`config.mk`:
```
export PLATFORM = sky130hd
export DESIGN_NAME = tlirq_ctrl
export DESIGN_NICKNAME = d
export VERILOG_FILES = /design/src/rtl/tlirq_pkg.sv /design/src/rtl/tlirq_ctrl.sv
export VERILOG_INCLUDE_DIRS = /design/src /design/src/rtl
export SDC_FILE = /design/constraint.sdc
export NUM_CORES = 1
export LEC_CHECK = 0
export ABC_CLOCK_PERIOD_IN_PS = 2940
export BUFFER_PORTS_ARGS = -buffer_cell sky130_fd_sc_hd__buf_2
export CAP_MARGIN = 20
export CORE_MARGIN = 2
export CORE_UTILIZATION = 42
export DETAILED_ROUTE_END_ITERATION = 8
export PLACE_DENSITY = 0.85
export SYNTH_ARGS = -nofsm -noshare
export SYNTH_HDL_FRONTEND = slang
export SYNTH_SLANG_ARGS = --single-unit
export TNS_END_PERCENT = 30
```
`constraint.sdc`:
```
create_clock -name clock -period 2.94 [get_ports clock]
set_input_delay 0.588 -clock clock [delete_from_list [all_inputs] [get_ports clock]]
set_output_delay 0.588 -clock clock [all_outputs]
set_load 0.02 [all_outputs]
```
`src/rtl/tlirq_defines.svh`:
```
/*
 * register addresses, source bit positions and reset values of the
 * top-level interrupt enable and pending control block.
 * assumes inclusion by bare name from any design file that needs them.
 */
`ifndef TLIRQ_DEFINES_SVH
`define TLIRQ_DEFINES_SVH

// register byte addresses
`define TLIRQ_ADDR_ENABLE_SET   32'hE000_E100
`define TLIRQ_ADDR_ENABLE_CLEAR 32'hE000_E180
`define TLIRQ_ADDR_PENDING_SET  32'hE000_E200
`define TLIRQ_ADDR_PENDING_CLR  32'hE000_E280

// source bit positions
`define TLIRQ_BIT_DEBUG      16
`define TLIRQ_BIT_EXT_FOUR   15
`define TLIRQ_BIT_EXT_THREE  14
`define TLIRQ_BIT_EXT_ONE    12
`define TLIRQ_BIT_RADIO_RX   10
`define TLIRQ_BIT_RADIO_TX   9
`define TLIRQ_BIT_RADIO_TMR  8
`define TLIRQ_BIT_CRYPTO     7
`define TLIRQ_BIT_SERIAL_ONE 5
`define TLIRQ_BIT_SLEEP      4
`define TLIRQ_BIT_BASEBAND   3
`define TLIRQ_BIT_MGMT       2

// implemented source mask and reset value
`define TLIRQ_SRC_MASK 32'h0001_D7BC
`define TLIRQ_RESET    32'h0000_0000

`endif

```
`src/rtl/tlirq_pkg.sv`:
```
/*
 * types shared by the top-level interrupt control block.
 * assumes tlirq_defines.svh is available on the include path.
 */
package tlirq_pkg;
    typedef logic [31:0] tlirq_word_t;

    // all state of the controller
    typedef struct packed {
        tlirq_word_t enable;
        tlirq_word_t pending;
        tlirq_word_t rdata;
    } tlirq_state_s;
endpackage

```
`src/rtl/tlirq_ctrl.sv`:
```
/*
 * top-level interrupt enable and pending control for twelve sources.
 * assumes a register master that follows a one-cycle strobe protocol
 * and peripheral sources that present one-cycle or level request pulses.
 */
`timescale 1ns/1ns
`include "tlirq_defines.svh"

module tlirq_ctrl #(
    // word width of the register port and of every per-source register
    parameter int unsigned WORD_BITS = 32,
    // number of live sources in the map
    parameter int unsigned NUM_SOURCES = 12
) (
    // clock and reset
    input wire logic clock,
    input wire logic reset,
    // register port
    input wire logic [31:0] reg_addr,
    input wire tlirq_pkg::tlirq_word_t reg_wdata,
    input wire logic reg_write,
    input wire logic reg_read,
    output tlirq_pkg::tlirq_word_t reg_rdata,
    // peripheral request pulses, one per source bit
    input wire tlirq_pkg::tlirq_word_t src_request,
    // request lines to the core
    output tlirq_pkg::tlirq_word_t core_irq
);
    import tlirq_pkg::*;

    tlirq_state_s state_q;
    tlirq_state_s state_d;
    tlirq_word_t src_mask;
    logic hit_en_set;
    logic hit_en_clr;
    logic hit_pd_set;
    logic hit_pd_clr;
    logic hit_any;

    // elaboration guard: the source map is fixed to one 32-bit word
    if (WORD_BITS != $bits(tlirq_word_t)) begin
        $error("WORD_BITS must equal the per-source register width");
    end
    // the live map must hold exactly the expected number of sources
    if (NUM_SOURCES != $countones(`TLIRQ_SRC_MASK)) begin
        $error("NUM_SOURCES does not match the live source map");
    end

    // write-one-to-set: only live one-bits join the old state
    function automatic tlirq_word_t set_ones(
        input tlirq_word_t old,
        input tlirq_word_t ones,
        input tlirq_word_t live
    );
        return old | (ones & live);
    endfunction

    // write-one-to-clear: only live one-bits leave the old state
    function automatic tlirq_word_t clear_ones(
        input tlirq_word_t old,
        input tlirq_word_t ones,
        input tlirq_word_t live
    );
        return old & ~(ones & live);
    endfunction

    // read view: reserved positions always read zero
    function automatic tlirq_word_t live_view(
        input tlirq_word_t word,
        input tlirq_word_t live
    );
        return word & live;
    endfunction

    // source map, assembled from named positions
    always_comb begin
        src_mask = '0;
        src_mask[`TLIRQ_BIT_RADIO_RX] = 1'b1;
        src_mask[`TLIRQ_BIT_RADIO_TX] = 1'b1;
        src_mask[`TLIRQ_BIT_RADIO_TMR] = 1'b1;
        src_mask[`TLIRQ_BIT_EXT_FOUR] = 1'b1;
        src_mask[`TLIRQ_BIT_EXT_THREE] = 1'b1;
        src_mask[`TLIRQ_BIT_EXT_ONE] = 1'b1;
        src_mask[`TLIRQ_BIT_DEBUG] = 1'b1;
        src_mask[`TLIRQ_BIT_CRYPTO] = 1'b1;
        src_mask[`TLIRQ_BIT_SERIAL_ONE] = 1'b1;
        src_mask[`TLIRQ_BIT_SLEEP] = 1'b1;
        src_mask[`TLIRQ_BIT_BASEBAND] = 1'b1;
        src_mask[`TLIRQ_BIT_MGMT] = 1'b1;
    end

    // address decode; unmapped addresses read zero and ignore writes
    assign hit_en_set = (reg_addr == `TLIRQ_ADDR_ENABLE_SET);
    assign hit_en_clr = (reg_addr == `TLIRQ_ADDR_ENABLE_CLEAR);
    assign hit_pd_set = (reg_addr == `TLIRQ_ADDR_PENDING_SET);
    assign hit_pd_clr = (reg_addr == `TLIRQ_ADDR_PENDING_CLR);
    assign hit_any = hit_en_set | hit_en_clr | hit_pd_set | hit_pd_clr;

    // next state: only one-bits act, reserved bits masked away
    always_comb begin
        state_d = state_q;
        // read data stand for one cycle only, zero otherwise
        state_d.rdata = '0;
        // enable-set and enable-clear sit at separate addresses, so one acts at most
        if (reg_write && hit_en_set) begin
            state_d.enable = set_ones(state_q.enable, reg_wdata, src_mask);
        end
        if (reg_write && hit_en_clr) begin
            state_d.enable = clear_ones(state_q.enable, reg_wdata, src_mask);
        end
        // software clear first so a same-cycle source request still wins
        if (reg_write && hit_pd_clr) begin
            state_d.pending = clear_ones(state_q.pending, reg_wdata, src_mask);
        end
        if (reg_write && hit_pd_set) begin
            state_d.pending = set_ones(state_d.pending, reg_wdata, src_mask);
        end
        // a disabled source still pends; the enable only gates the core line
        state_d.pending = set_ones(state_d.pending, src_request, src_mask);
        // set registers and clear registers alike show current state
        // reads see the state before any write taken at the same edge
        if (reg_read) begin
            if (hit_en_set || hit_en_clr) begin
                state_d.rdata = live_view(state_q.enable, src_mask);
            end else if (hit_pd_set || hit_pd_clr) begin
                state_d.rdata = live_view(state_q.pending, src_mask);
            end
        end
    end

    // single state register
    always_ff @(posedge clock) begin
        if (reset) begin
            state_q <= '{enable: `TLIRQ_RESET, pending: `TLIRQ_RESET, rdata: '0};
        end else begin
            state_q <= state_d;
        end
    end

    assign reg_rdata = state_q.rdata;
    // combinational so a pend in one cycle reaches the core the next
    assign core_irq = state_q.enable & state_q.pending;

    // assertions
    property p_en_clear;
        @(posedge clock) disable iff (reset)
        reg_write && hit_en_clr && reg_wdata[`TLIRQ_BIT_DEBUG] |=> !core_irq[`TLIRQ_BIT_DEBUG];
    endproperty
    a_en_clear: assert property (p_en_clear) else $error("enable clear ignored");

    property p_zero_keeps;
        @(posedge clock) disable iff (reset)
        reg_write && (hit_en_clr || hit_pd_clr) && reg_wdata == '0
        |=> state_q.enable == $past(state_q.enable);
    endproperty
    a_zero_keeps: assert property (p_zero_keeps) else $error("zero write changed state");

    property p_pend_set;
        @(posedge clock) disable iff (reset)
        reg_write && hit_pd_set && reg_wdata[`TLIRQ_BIT_RADIO_RX]
        |=> state_q.pending[`TLIRQ_BIT_RADIO_RX];
    endproperty
    a_pend_set: assert property (p_pend_set) else $error("pending set lost");

    property p_pend_clr;
        @(posedge clock) disable iff (reset)
        reg_write && hit_pd_clr && reg_wdata[`TLIRQ_BIT_MGMT] && !src_request[`TLIRQ_BIT_MGMT]
        |=> !state_q.pending[`TLIRQ_BIT_MGMT];
    endproperty
    a_pend_clr: assert property (p_pend_clr) else $error("pending clear ignored");

    property p_map;
        @(posedge clock) disable iff (reset)
        reg_write && hit_en_set && reg_wdata == 32'hFFFF_FFFF
        |=> (state_q.enable & ~src_mask) == '0 ##0 src_mask == `TLIRQ_SRC_MASK;
    endproperty
    a_map: assert property (p_map) else $error("map wrong");

    property p_reset;
        @(posedge clock) reset |=> state_q.enable == '0 && state_q.pending == '0 && reg_rdata == '0;
    endproperty
    a_reset: assert property (p_reset) else $error("reset value not zero");

    property p_en_set;
        @(posedge clock) disable iff (reset)
        reg_write && hit_en_set && reg_wdata[`TLIRQ_BIT_SLEEP]
        |=> state_q.enable[`TLIRQ_BIT_SLEEP];
    endproperty
    a_en_set: assert property (p_en_set) else $error("enable set lost");

    property p_read_back;
        @(posedge clock) disable iff (reset)
        reg_read && hit_pd_clr |=> reg_rdata == ($past(state_q.pending) & src_mask);
    endproperty
    a_read_back: assert property (p_read_back) else $error("read data wrong");

    // every live one written to enable-clear leaves its source disabled
    property p_en_clr_all;
        @(posedge clock) disable iff (reset)
        reg_write && hit_en_clr
        |=> (state_q.enable & $past(reg_wdata) & src_mask) == '0;
    endproperty
    a_en_clr_all: assert property (p_en_clr_all) else $error("enable clear missed");

    // zero bits of an enable-clear write keep their enable
    property p_en_clr_keep;
        @(posedge clock) disable iff (reset)
        reg_write && hit_en_clr
        |=> ((state_q.enable ^ $past(state_q.enable)) & ~$past(reg_wdata)) == '0;
    endproperty
    a_en_clr_keep: assert property (p_en_clr_keep) else $error("zero bit cleared");

    // zero bits of an enable-set write keep their enable
    property p_en_set_keep;
        @(posedge clock) disable iff (reset)
        reg_write && hit_en_set
        |=> ((state_q.enable ^ $past(state_q.enable)) & ~$past(reg_wdata)) == '0;
    endproperty
    a_en_set_keep: assert property (p_en_set_keep) else $error("zero bit enabled");

    // zero bits of a pending-set write move only with a source event
    property p_pd_set_keep;
        @(posedge clock) disable iff (reset)
        reg_write && hit_pd_set
        |=> ((state_q.pending ^ $past(state_q.pending)) & ~$past(reg_wdata)
            & ~$past(src_request)) == '0;
    endproperty
    a_pd_set_keep: assert property (p_pd_set_keep) else $error("zero bit pended");

    // zero bits of a pending-clear write move only with a source event
    property p_pd_clr_keep;
        @(posedge clock) disable iff (reset)
        reg_write && hit_pd_clr
        |=> ((state_q.pending ^ $past(state_q.pending)) & ~$past(reg_wdata)
            & ~$past(src_request)) == '0;
    endproperty
    a_pd_clr_keep: assert property (p_pd_clr_keep) else $error("zero bit unpended");

    // every live one written to enable-set enables its source
    property p_en_set_all;
        @(posedge clock) disable iff (reset)
        reg_write && hit_en_set
        |=> (~state_q.enable & $past(reg_wdata) & src_mask) == '0;
    endproperty
    a_en_set_all: assert property (p_en_set_all) else $error("enable set missed");

    // every live one written to pending-set pends its source
    property p_pd_set_all;
        @(posedge clock) disable iff (reset)
        reg_write && hit_pd_set
        |=> (~state_q.pending & $past(reg_wdata) & src_mask) == '0;
    endproperty
    a_pd_set_all: assert property (p_pd_set_all) else $error("pending set missed");

    // every live one written to pending-clear withdraws it, unless a source pends again
    property p_pd_clr_all;
        @(posedge clock) disable iff (reset)
        reg_write && hit_pd_clr
        |=> (state_q.pending & $past(reg_wdata) & src_mask & ~$past(src_request)) == '0;
    endproperty
    a_pd_clr_all: assert property (p_pd_clr_all) else $error("pending clear missed");

    // a hardware event on a live source pends it one cycle later
    property p_src_pends;
        @(posedge clock) disable iff (reset)
        (src_request & src_mask) != '0
        |=> (~state_q.pending & $past(src_request) & src_mask) == '0;
    endproperty
    a_src_pends: assert property (p_src_pends) else $error("source event lost");

    // a source event beats a pending-clear write in the same cycle
    property p_set_wins;
        @(posedge clock) disable iff (reset)
        reg_write && hit_pd_clr && src_request[`TLIRQ_BIT_MGMT]
        |=> state_q.pending[`TLIRQ_BIT_MGMT];
    endproperty
    a_set_wins: assert property (p_set_wins) else $error("clear beat source");

    // reserved positions never hold enable or pending state
    property p_rsvd_state;
        @(posedge clock) disable iff (reset)
        ((state_q.enable | state_q.pending) & ~src_mask) == '0;
    endproperty
    a_rsvd_state: assert property (p_rsvd_state) else $error("reserved bit set");

    // reserved positions always read zero
    property p_rsvd_read;
        @(posedge clock) disable iff (reset)
        (reg_rdata & ~src_mask) == '0;
    endproperty
    a_rsvd_read: assert property (p_rsvd_read) else $error("reserved bit read");

    // a write to an unmapped address leaves the enables alone
    property p_unmapped_wr;
        @(posedge clock) disable iff (reset)
        reg_write && !hit_any
        |=> state_q.enable == $past(state_q.enable);
    endproperty
    a_unmapped_wr: assert property (p_unmapped_wr) else $error("unmapped write acted");

    // a read of an unmapped address returns zero
    property p_unmapped_rd;
        @(posedge clock) disable iff (reset)
        reg_read && !hit_any
        |=> reg_rdata == '0;
    endproperty
    a_unmapped_rd: assert property (p_unmapped_rd) else $error("unmapped read data");

    // read data stand only in the cycle after a read strobe
    property p_rdata_idle;
        @(posedge clock) disable iff (reset)
        !reg_read
        |=> reg_rdata == '0;
    endproperty
    a_rdata_idle: assert property (p_rdata_idle) else $error("read data lingered");

    // both enable registers read back the current enables
    property p_read_enable;
        @(posedge clock) disable iff (reset)
        reg_read && (hit_en_set || hit_en_clr)
        |=> reg_rdata == ($past(state_q.enable) & src_mask);
    endproperty
    a_read_enable: assert property (p_read_enable) else $error("enable read wrong");

    // pending an enabled source raises its core line at once
    property p_irq_pend;
        @(posedge clock) disable iff (reset)
        reg_write && hit_pd_set
        |=> (state_q.enable & $past(reg_wdata) & src_mask & ~core_irq) == '0;
    endproperty
    a_irq_pend: assert property (p_irq_pend) else $error("pend did not raise");

    // a disabled source never reaches the core
    property p_irq_gated;
        @(posedge clock) disable iff (reset)
        (core_irq & ~state_q.enable) == '0;
    endproperty
    a_irq_gated: assert property (p_irq_gated) else $error("disabled line raised");

    // a core line needs its source pending
    property p_irq_needs_pend;
        @(posedge clock) disable iff (reset)
        (core_irq & ~state_q.pending) == '0;
    endproperty
    a_irq_needs_pend: assert property (p_irq_needs_pend) else $error("line not pending");
endmodule

```
After elaboration in Yosys (flattened, before gate mapping)
Cells that the tools add are included.
{ "classes": {"addsub": 0, "n_mul": 0, "div_mod_pow": 0, "n_lt_le_gt_ge": 0, "n_eq_ne": 4, "shift": 0, "muxes": 6, "bitwise": 8, "reduce_logical": 9} }
{ "op_table": {"columns": ["cell", "count"], "rows": [
  ["equality test 32 bit (second input constant)", 4],
  ["2-to-1 mux 32 bit", 4],
  ["bitwise AND 32 bit", 3],
  ["OR 32 x 17 -> 32 bit", 3],
  ["2-to-1 mux 17 bit", 2],
  ["inverter 17 -> 32 bit", 1],
  ["logical AND 1 bit", 4],
  ["OR reduction 3 bit", 1],
  ["logical OR 1 bit", 2],
  ["nonzero test 2 bit", 1],
  ["OR reduction 2 bit", 1],
  ["inverter 1 bit", 1]
]} }
{ "totals": {"ff_bits": 96, "latchBits": 0, "ramBits": 0, "mem_bits_ro": 0, "in_bits": 100, "output_inout_bits": 64, "elab_cells": 31, "mem_count": 0} }

Logic depth before layout (Yosys ltp)
{ "depth": {"ltp_word": 6, "depth_mapped": 6, "ltp_nobuf": 4} }

Least setup slack after synthesis
No wires, ideal clock.
{ "synth_timing": {"path_type": "input to register", "from": "in reg_addr[11]", "to": "reg state_q[34] (netlist name)", "setup_time_ps": 132, "t_arrival_ps": 2163, "required_time_ps": 2808, "setup_slack_ps": 645, "stages": 5, "path_buffers": 1, "path_cell_list": "or4b_4 > or4_4 > buf_6 > o31ai_2 > a21oi_1"} }
{ "synth_between": {"elab_chain_cells": 6, "elab_cells_between_ends": 8, "classes_between": "eq/ne (2); mux (2); bitwise (2); reduce/logical (2)"} }
{ "synth_lines": {"columns": ["element", "line_no", "rtl"], "rows": [
  ["from (decl)", "tlirq_ctrl.sv:19", "input wire logic [31:0] reg_addr,"],
  ["equality test 32 bit (no source line)", null, null],
  ["logical AND 1 bit", "tlirq_ctrl.sv:112", "if (reg_write && hit_pd_clr) begin"],
  ["2-to-1 mux 32 bit", "tlirq_ctrl.sv:112", null],
  ["OR 32 x 17 -> 32 bit", "tlirq_ctrl.sv:55", "return old | (ones & live);"],
  ["2-to-1 mux 32 bit *", "tlirq_ctrl.sv:115", "if (reg_write && hit_pd_set) begin"],
  ["OR 32 x 17 -> 32 bit *", "tlirq_ctrl.sv:55", null],
  ["to (signal assigned)", "tlirq_ctrl.sv:134", "state_q <= '{enable: `TLIRQ_RESET, pending: `TLIRQ_RESET, rdata: '0};"],
  ["to (signal assigned)", "tlirq_ctrl.sv:136", "state_q <= state_d;"],
  ["to (decl)", "tlirq_ctrl.sv:31", "tlirq_state_s state_q;"]
]} }
Mark *: on every way between the ends. The rest lies on a longest branch, timed or not.
A chain may end at the register's enable or synchronous reset.

Worst setup path after layout
{ "layout_timing": {"from": "in reg_addr[11]", "to": "reg state_q[36] (netlist name)"} }
The elaborated chain is that of the path after synthesis.

==> results.md <==
* Leak at 1.215 nW
* GP Congestion at 0.7713
* Critical path required time at 3.10 ns
* Drt total wl at 5730 µm
* Distinct cells, synth at 30
* Post-Synth Simple-Gate Area at 26.45%
* Worst Setup SP: reg_addr[11]
* TritonCTS clock tree: built
* Worst Max-Slew Pin Slew at 0.5646 ns
* Crit path kind: in -> reg
* Detailed Place HPWL at 3887 µm
* Drt drc at 0
* Vias per inst at 5.320
* EDFF count, synth at 0
* Vias in the first global route at 1980
* R2R cell count at 2
* CP endpoint kind: register
* Io pins at 164
* Status: finished, final reports clean
* Core area at 5439 µm²
* Register area at 720.7 µm²
* Num rows at 27
* Die Wd at 78.52 µm
* Synthesized area at 2332 µm²
* Cts repair resizes at 0
* Pwr/cell area at 472.5 nW/µm²
* Post-route ant nets at 0
* Worst skew pair latency at 0.29 ns
* Die ar. at 6165 µm²
* Via count at 2112
* Asr flop ratio synth at 0%
* Slowest cell on crit path: or4_4
* FF-to-FF End: reg_rdata[2]
* Clock slew seen by the registers of the worst setup and hold paths at 0.07 ns
* Largest net degree at the start of global routing at 49
* Crit path largest cell delay at 0.70 ns
* Max clock buf depth at 2
* Worst EP arrival at 2.33 ns
* XOR/XNOR share of the synthesized area at 0%
* Tcrit/Tclk final at 73.97%
* Worst Setup Start Kind: input port
* WHS Path Cells at 2
* Area of the multi-input gates at 1261 µm²
* Avg WL per Cell at 14.43 µm
* Multiplexer share of the synthesized area at 5.150%
* Layout cells sized above 1 at 35.38%
* Final net count at 424
* Antenna violations before repair at 0
* Min-delay worst type: reg -> reg
* Worst ir drop on vdd at 0.0001780 V
* Minimum clock period after layout at 2.175 ns
* Starting Density at 42.88%
* Ant diodes at 0
* Critical Path Sink: state_q[36]
* First-pass GRT wire length at 8928 µm
* Die height at 78.52 µm
* DR iter-0 viols at 102
* DR pass1 iterations at 4
* CP cell instances: buf_2 > or4b_4 > or4_4 > o31ai_2 > a21oi_1
* Clock Skew at 0.005557 ns
* Maxcap violations at 0
* IO buf count at 83
* Setup bufs post-CTS at 0
* CTS Hold Bufs at 0
* H-tree levels at 2
* Final Instance Area at 2699 µm²
* Placed Area at 2540 µm²
* YS warnings at 0
* Post-synthesis adder-cell area fraction at 0%
* Design Power at 1.275 mW
* Final hold violation count at 0
* Synth Area per Inst at 8.868 µm²
* # fillers at 549
* Root Buffer: clkbuf_8
* Commonest register cell after synthesis: dfxtp_1
* Sequential share of the synthesized area at 30.90%
* Sink Count at 36
* Worst Path Max Fanout at 12
* Area Overhead vs Synth at 15.72%
* TNS Setup at 0 ns
* Cells after Synth at 263
* Largest family of logic cells by synthesized area: simple AND/OR/NAND/NOR gates
* Max-Slew Margin vs Limit at 62.36%
* FMAX at 0.4598 GHz
* Endpoints failing setup at 0
* Total gr overflow at 0
* Unrepaired setup endpoints after global routing: false
* R2R Setup Slk at 2.22 ns
* Yosys reg bits at 36
* Final slew viol count at 0
* Compound-gate portion of the synthesized area at 16.04%
* Gr usage total at 18.39%
* R2r startpoint: state_q[34]
* Clock buffer count from CTS at 5
-- critical path, delay by kind of cell --
| kind | cells | cell delay, ns |
|---|---|---|
| AOI/OAI and AO/OA | 2 | 0.36 |
| and+or+nand+nor | 2 | 1.27 |
| buffers and inverters | 1 | 0.10 |
-- synth_stat cells (2+ instances only) --
| master | n | area share (%) |
|---|---|---|
| buf_4 | 52 | 17 |
| nor4_1 | 2 | 0.54 |
| buf_2 | 4 | 0.86 |
| o31ai_2 | 9 | 4.8 |
| nor2b_1 | 3 | 0.80 |
| dfxtp_1 | 36 | 31 |
| or4_4 | 2 | 0.97 |
| nand2b_1 | 13 | 3.5 |
| mux2i_1 | 12 | 5.2 |
| and2_1 | 12 | 3.2 |
| a41oi_1 | 12 | 4.5 |
| nand3_1 | 12 | 2.6 |
| a21oi_1 | 24 | 5.2 |
| o31ai_1 | 2 | 0.64 |
| nand4_1 | 37 | 9.9 |
| clkbuf_1 | 16 | 2.6 |
| buf_6 | 2 | 0.97 |
-- cell usage in the layout (no fill, tap or decap), drive strengths merged, types with 2 or more instances in the layout --
| cell type | instances |
|---|---|
| nor4b | 2 |
| and2 | 12 |
| nand3 | 12 |
| a21oi | 24 |
| nand2b | 13 |
| o31ai | 12 |
| bufinv | 3 |
| mux2i | 12 |
| nor2b | 3 |
| nor4 | 3 |
| nand4 | 37 |
| clkbuf | 5 |
| buf | 90 |
| conb | 40 |
| a41oi | 12 |
| dfxtp | 36 |
| or4 | 2 |
-- through the flow --
| step | hold slack (ns) | utilization [%] | setup WS, ns | instances |
|---|---|---|---|---|
| after floorplan | 0.4550 | - | 0.6451 | 302 |
| after global placement | 0.4682 | 46.70 | 0.4828 | 389 |
| after detailed placement | 0.4765 | 46.70 | 0.4543 | 389 |
| after CTS | 0.4887 | 49.62 | 0.7674 | 397 |
| after global routing | 0.5117 | 49.62 | 0.6968 | 397 |
| final | 0.4863 | 49.62 | 0.7651 | 397 |
-- power breakdown --
part	switching, mW	internal, mW
Sequential	0.00996	0.499
Clock	0.186	0.424
Combinational	0.102	0.0542
Total	0.298	0.978
-- logic make-up after synthesis --
group	after synthesis
other cells	1
mux	12
simple gates	91
compound gates	48
flops	36
buf+inv	75
-- final cells by class --
type,instances,share of cell area [%]
clock buffer,5,2.550
tap,72,3.338
sequential,36,26.70
clock inverter,3,3.338
multi-input combinational,191,46.73
timing repair buffer,90,17.34
-- how the worst min path moves through the flow --
| stage | startpoint | slack, ns | endpoint |
|---|---|---|---|
| 2_1_floorplan | state_q[44] | 0.46 | reg_rdata[12] |
| 3_3_place_gp | state_q[47] | 0.47 | state_q[47] |
| 3_5_place_dp | state_q[47] | 0.48 | state_q[47] |
| 4_1_cts | state_q[47] | 0.49 | state_q[47] |
| 5_1_grt | state_q[34] | 0.51 | state_q[34] |
| 6_report | register | 0.49 | reg_rdata[4] |
-- routing by layer --
layer	vias to the layer above	GRT usage, %	wire length, µm
li1	1010	-	-
met1	981	21.09	2292
met2	117	32.48	2896
met3	4	4.138	489
met4	0	8.070	51
met5	-	0	0
No activity file was read; power rests on OpenSTA's default activity.
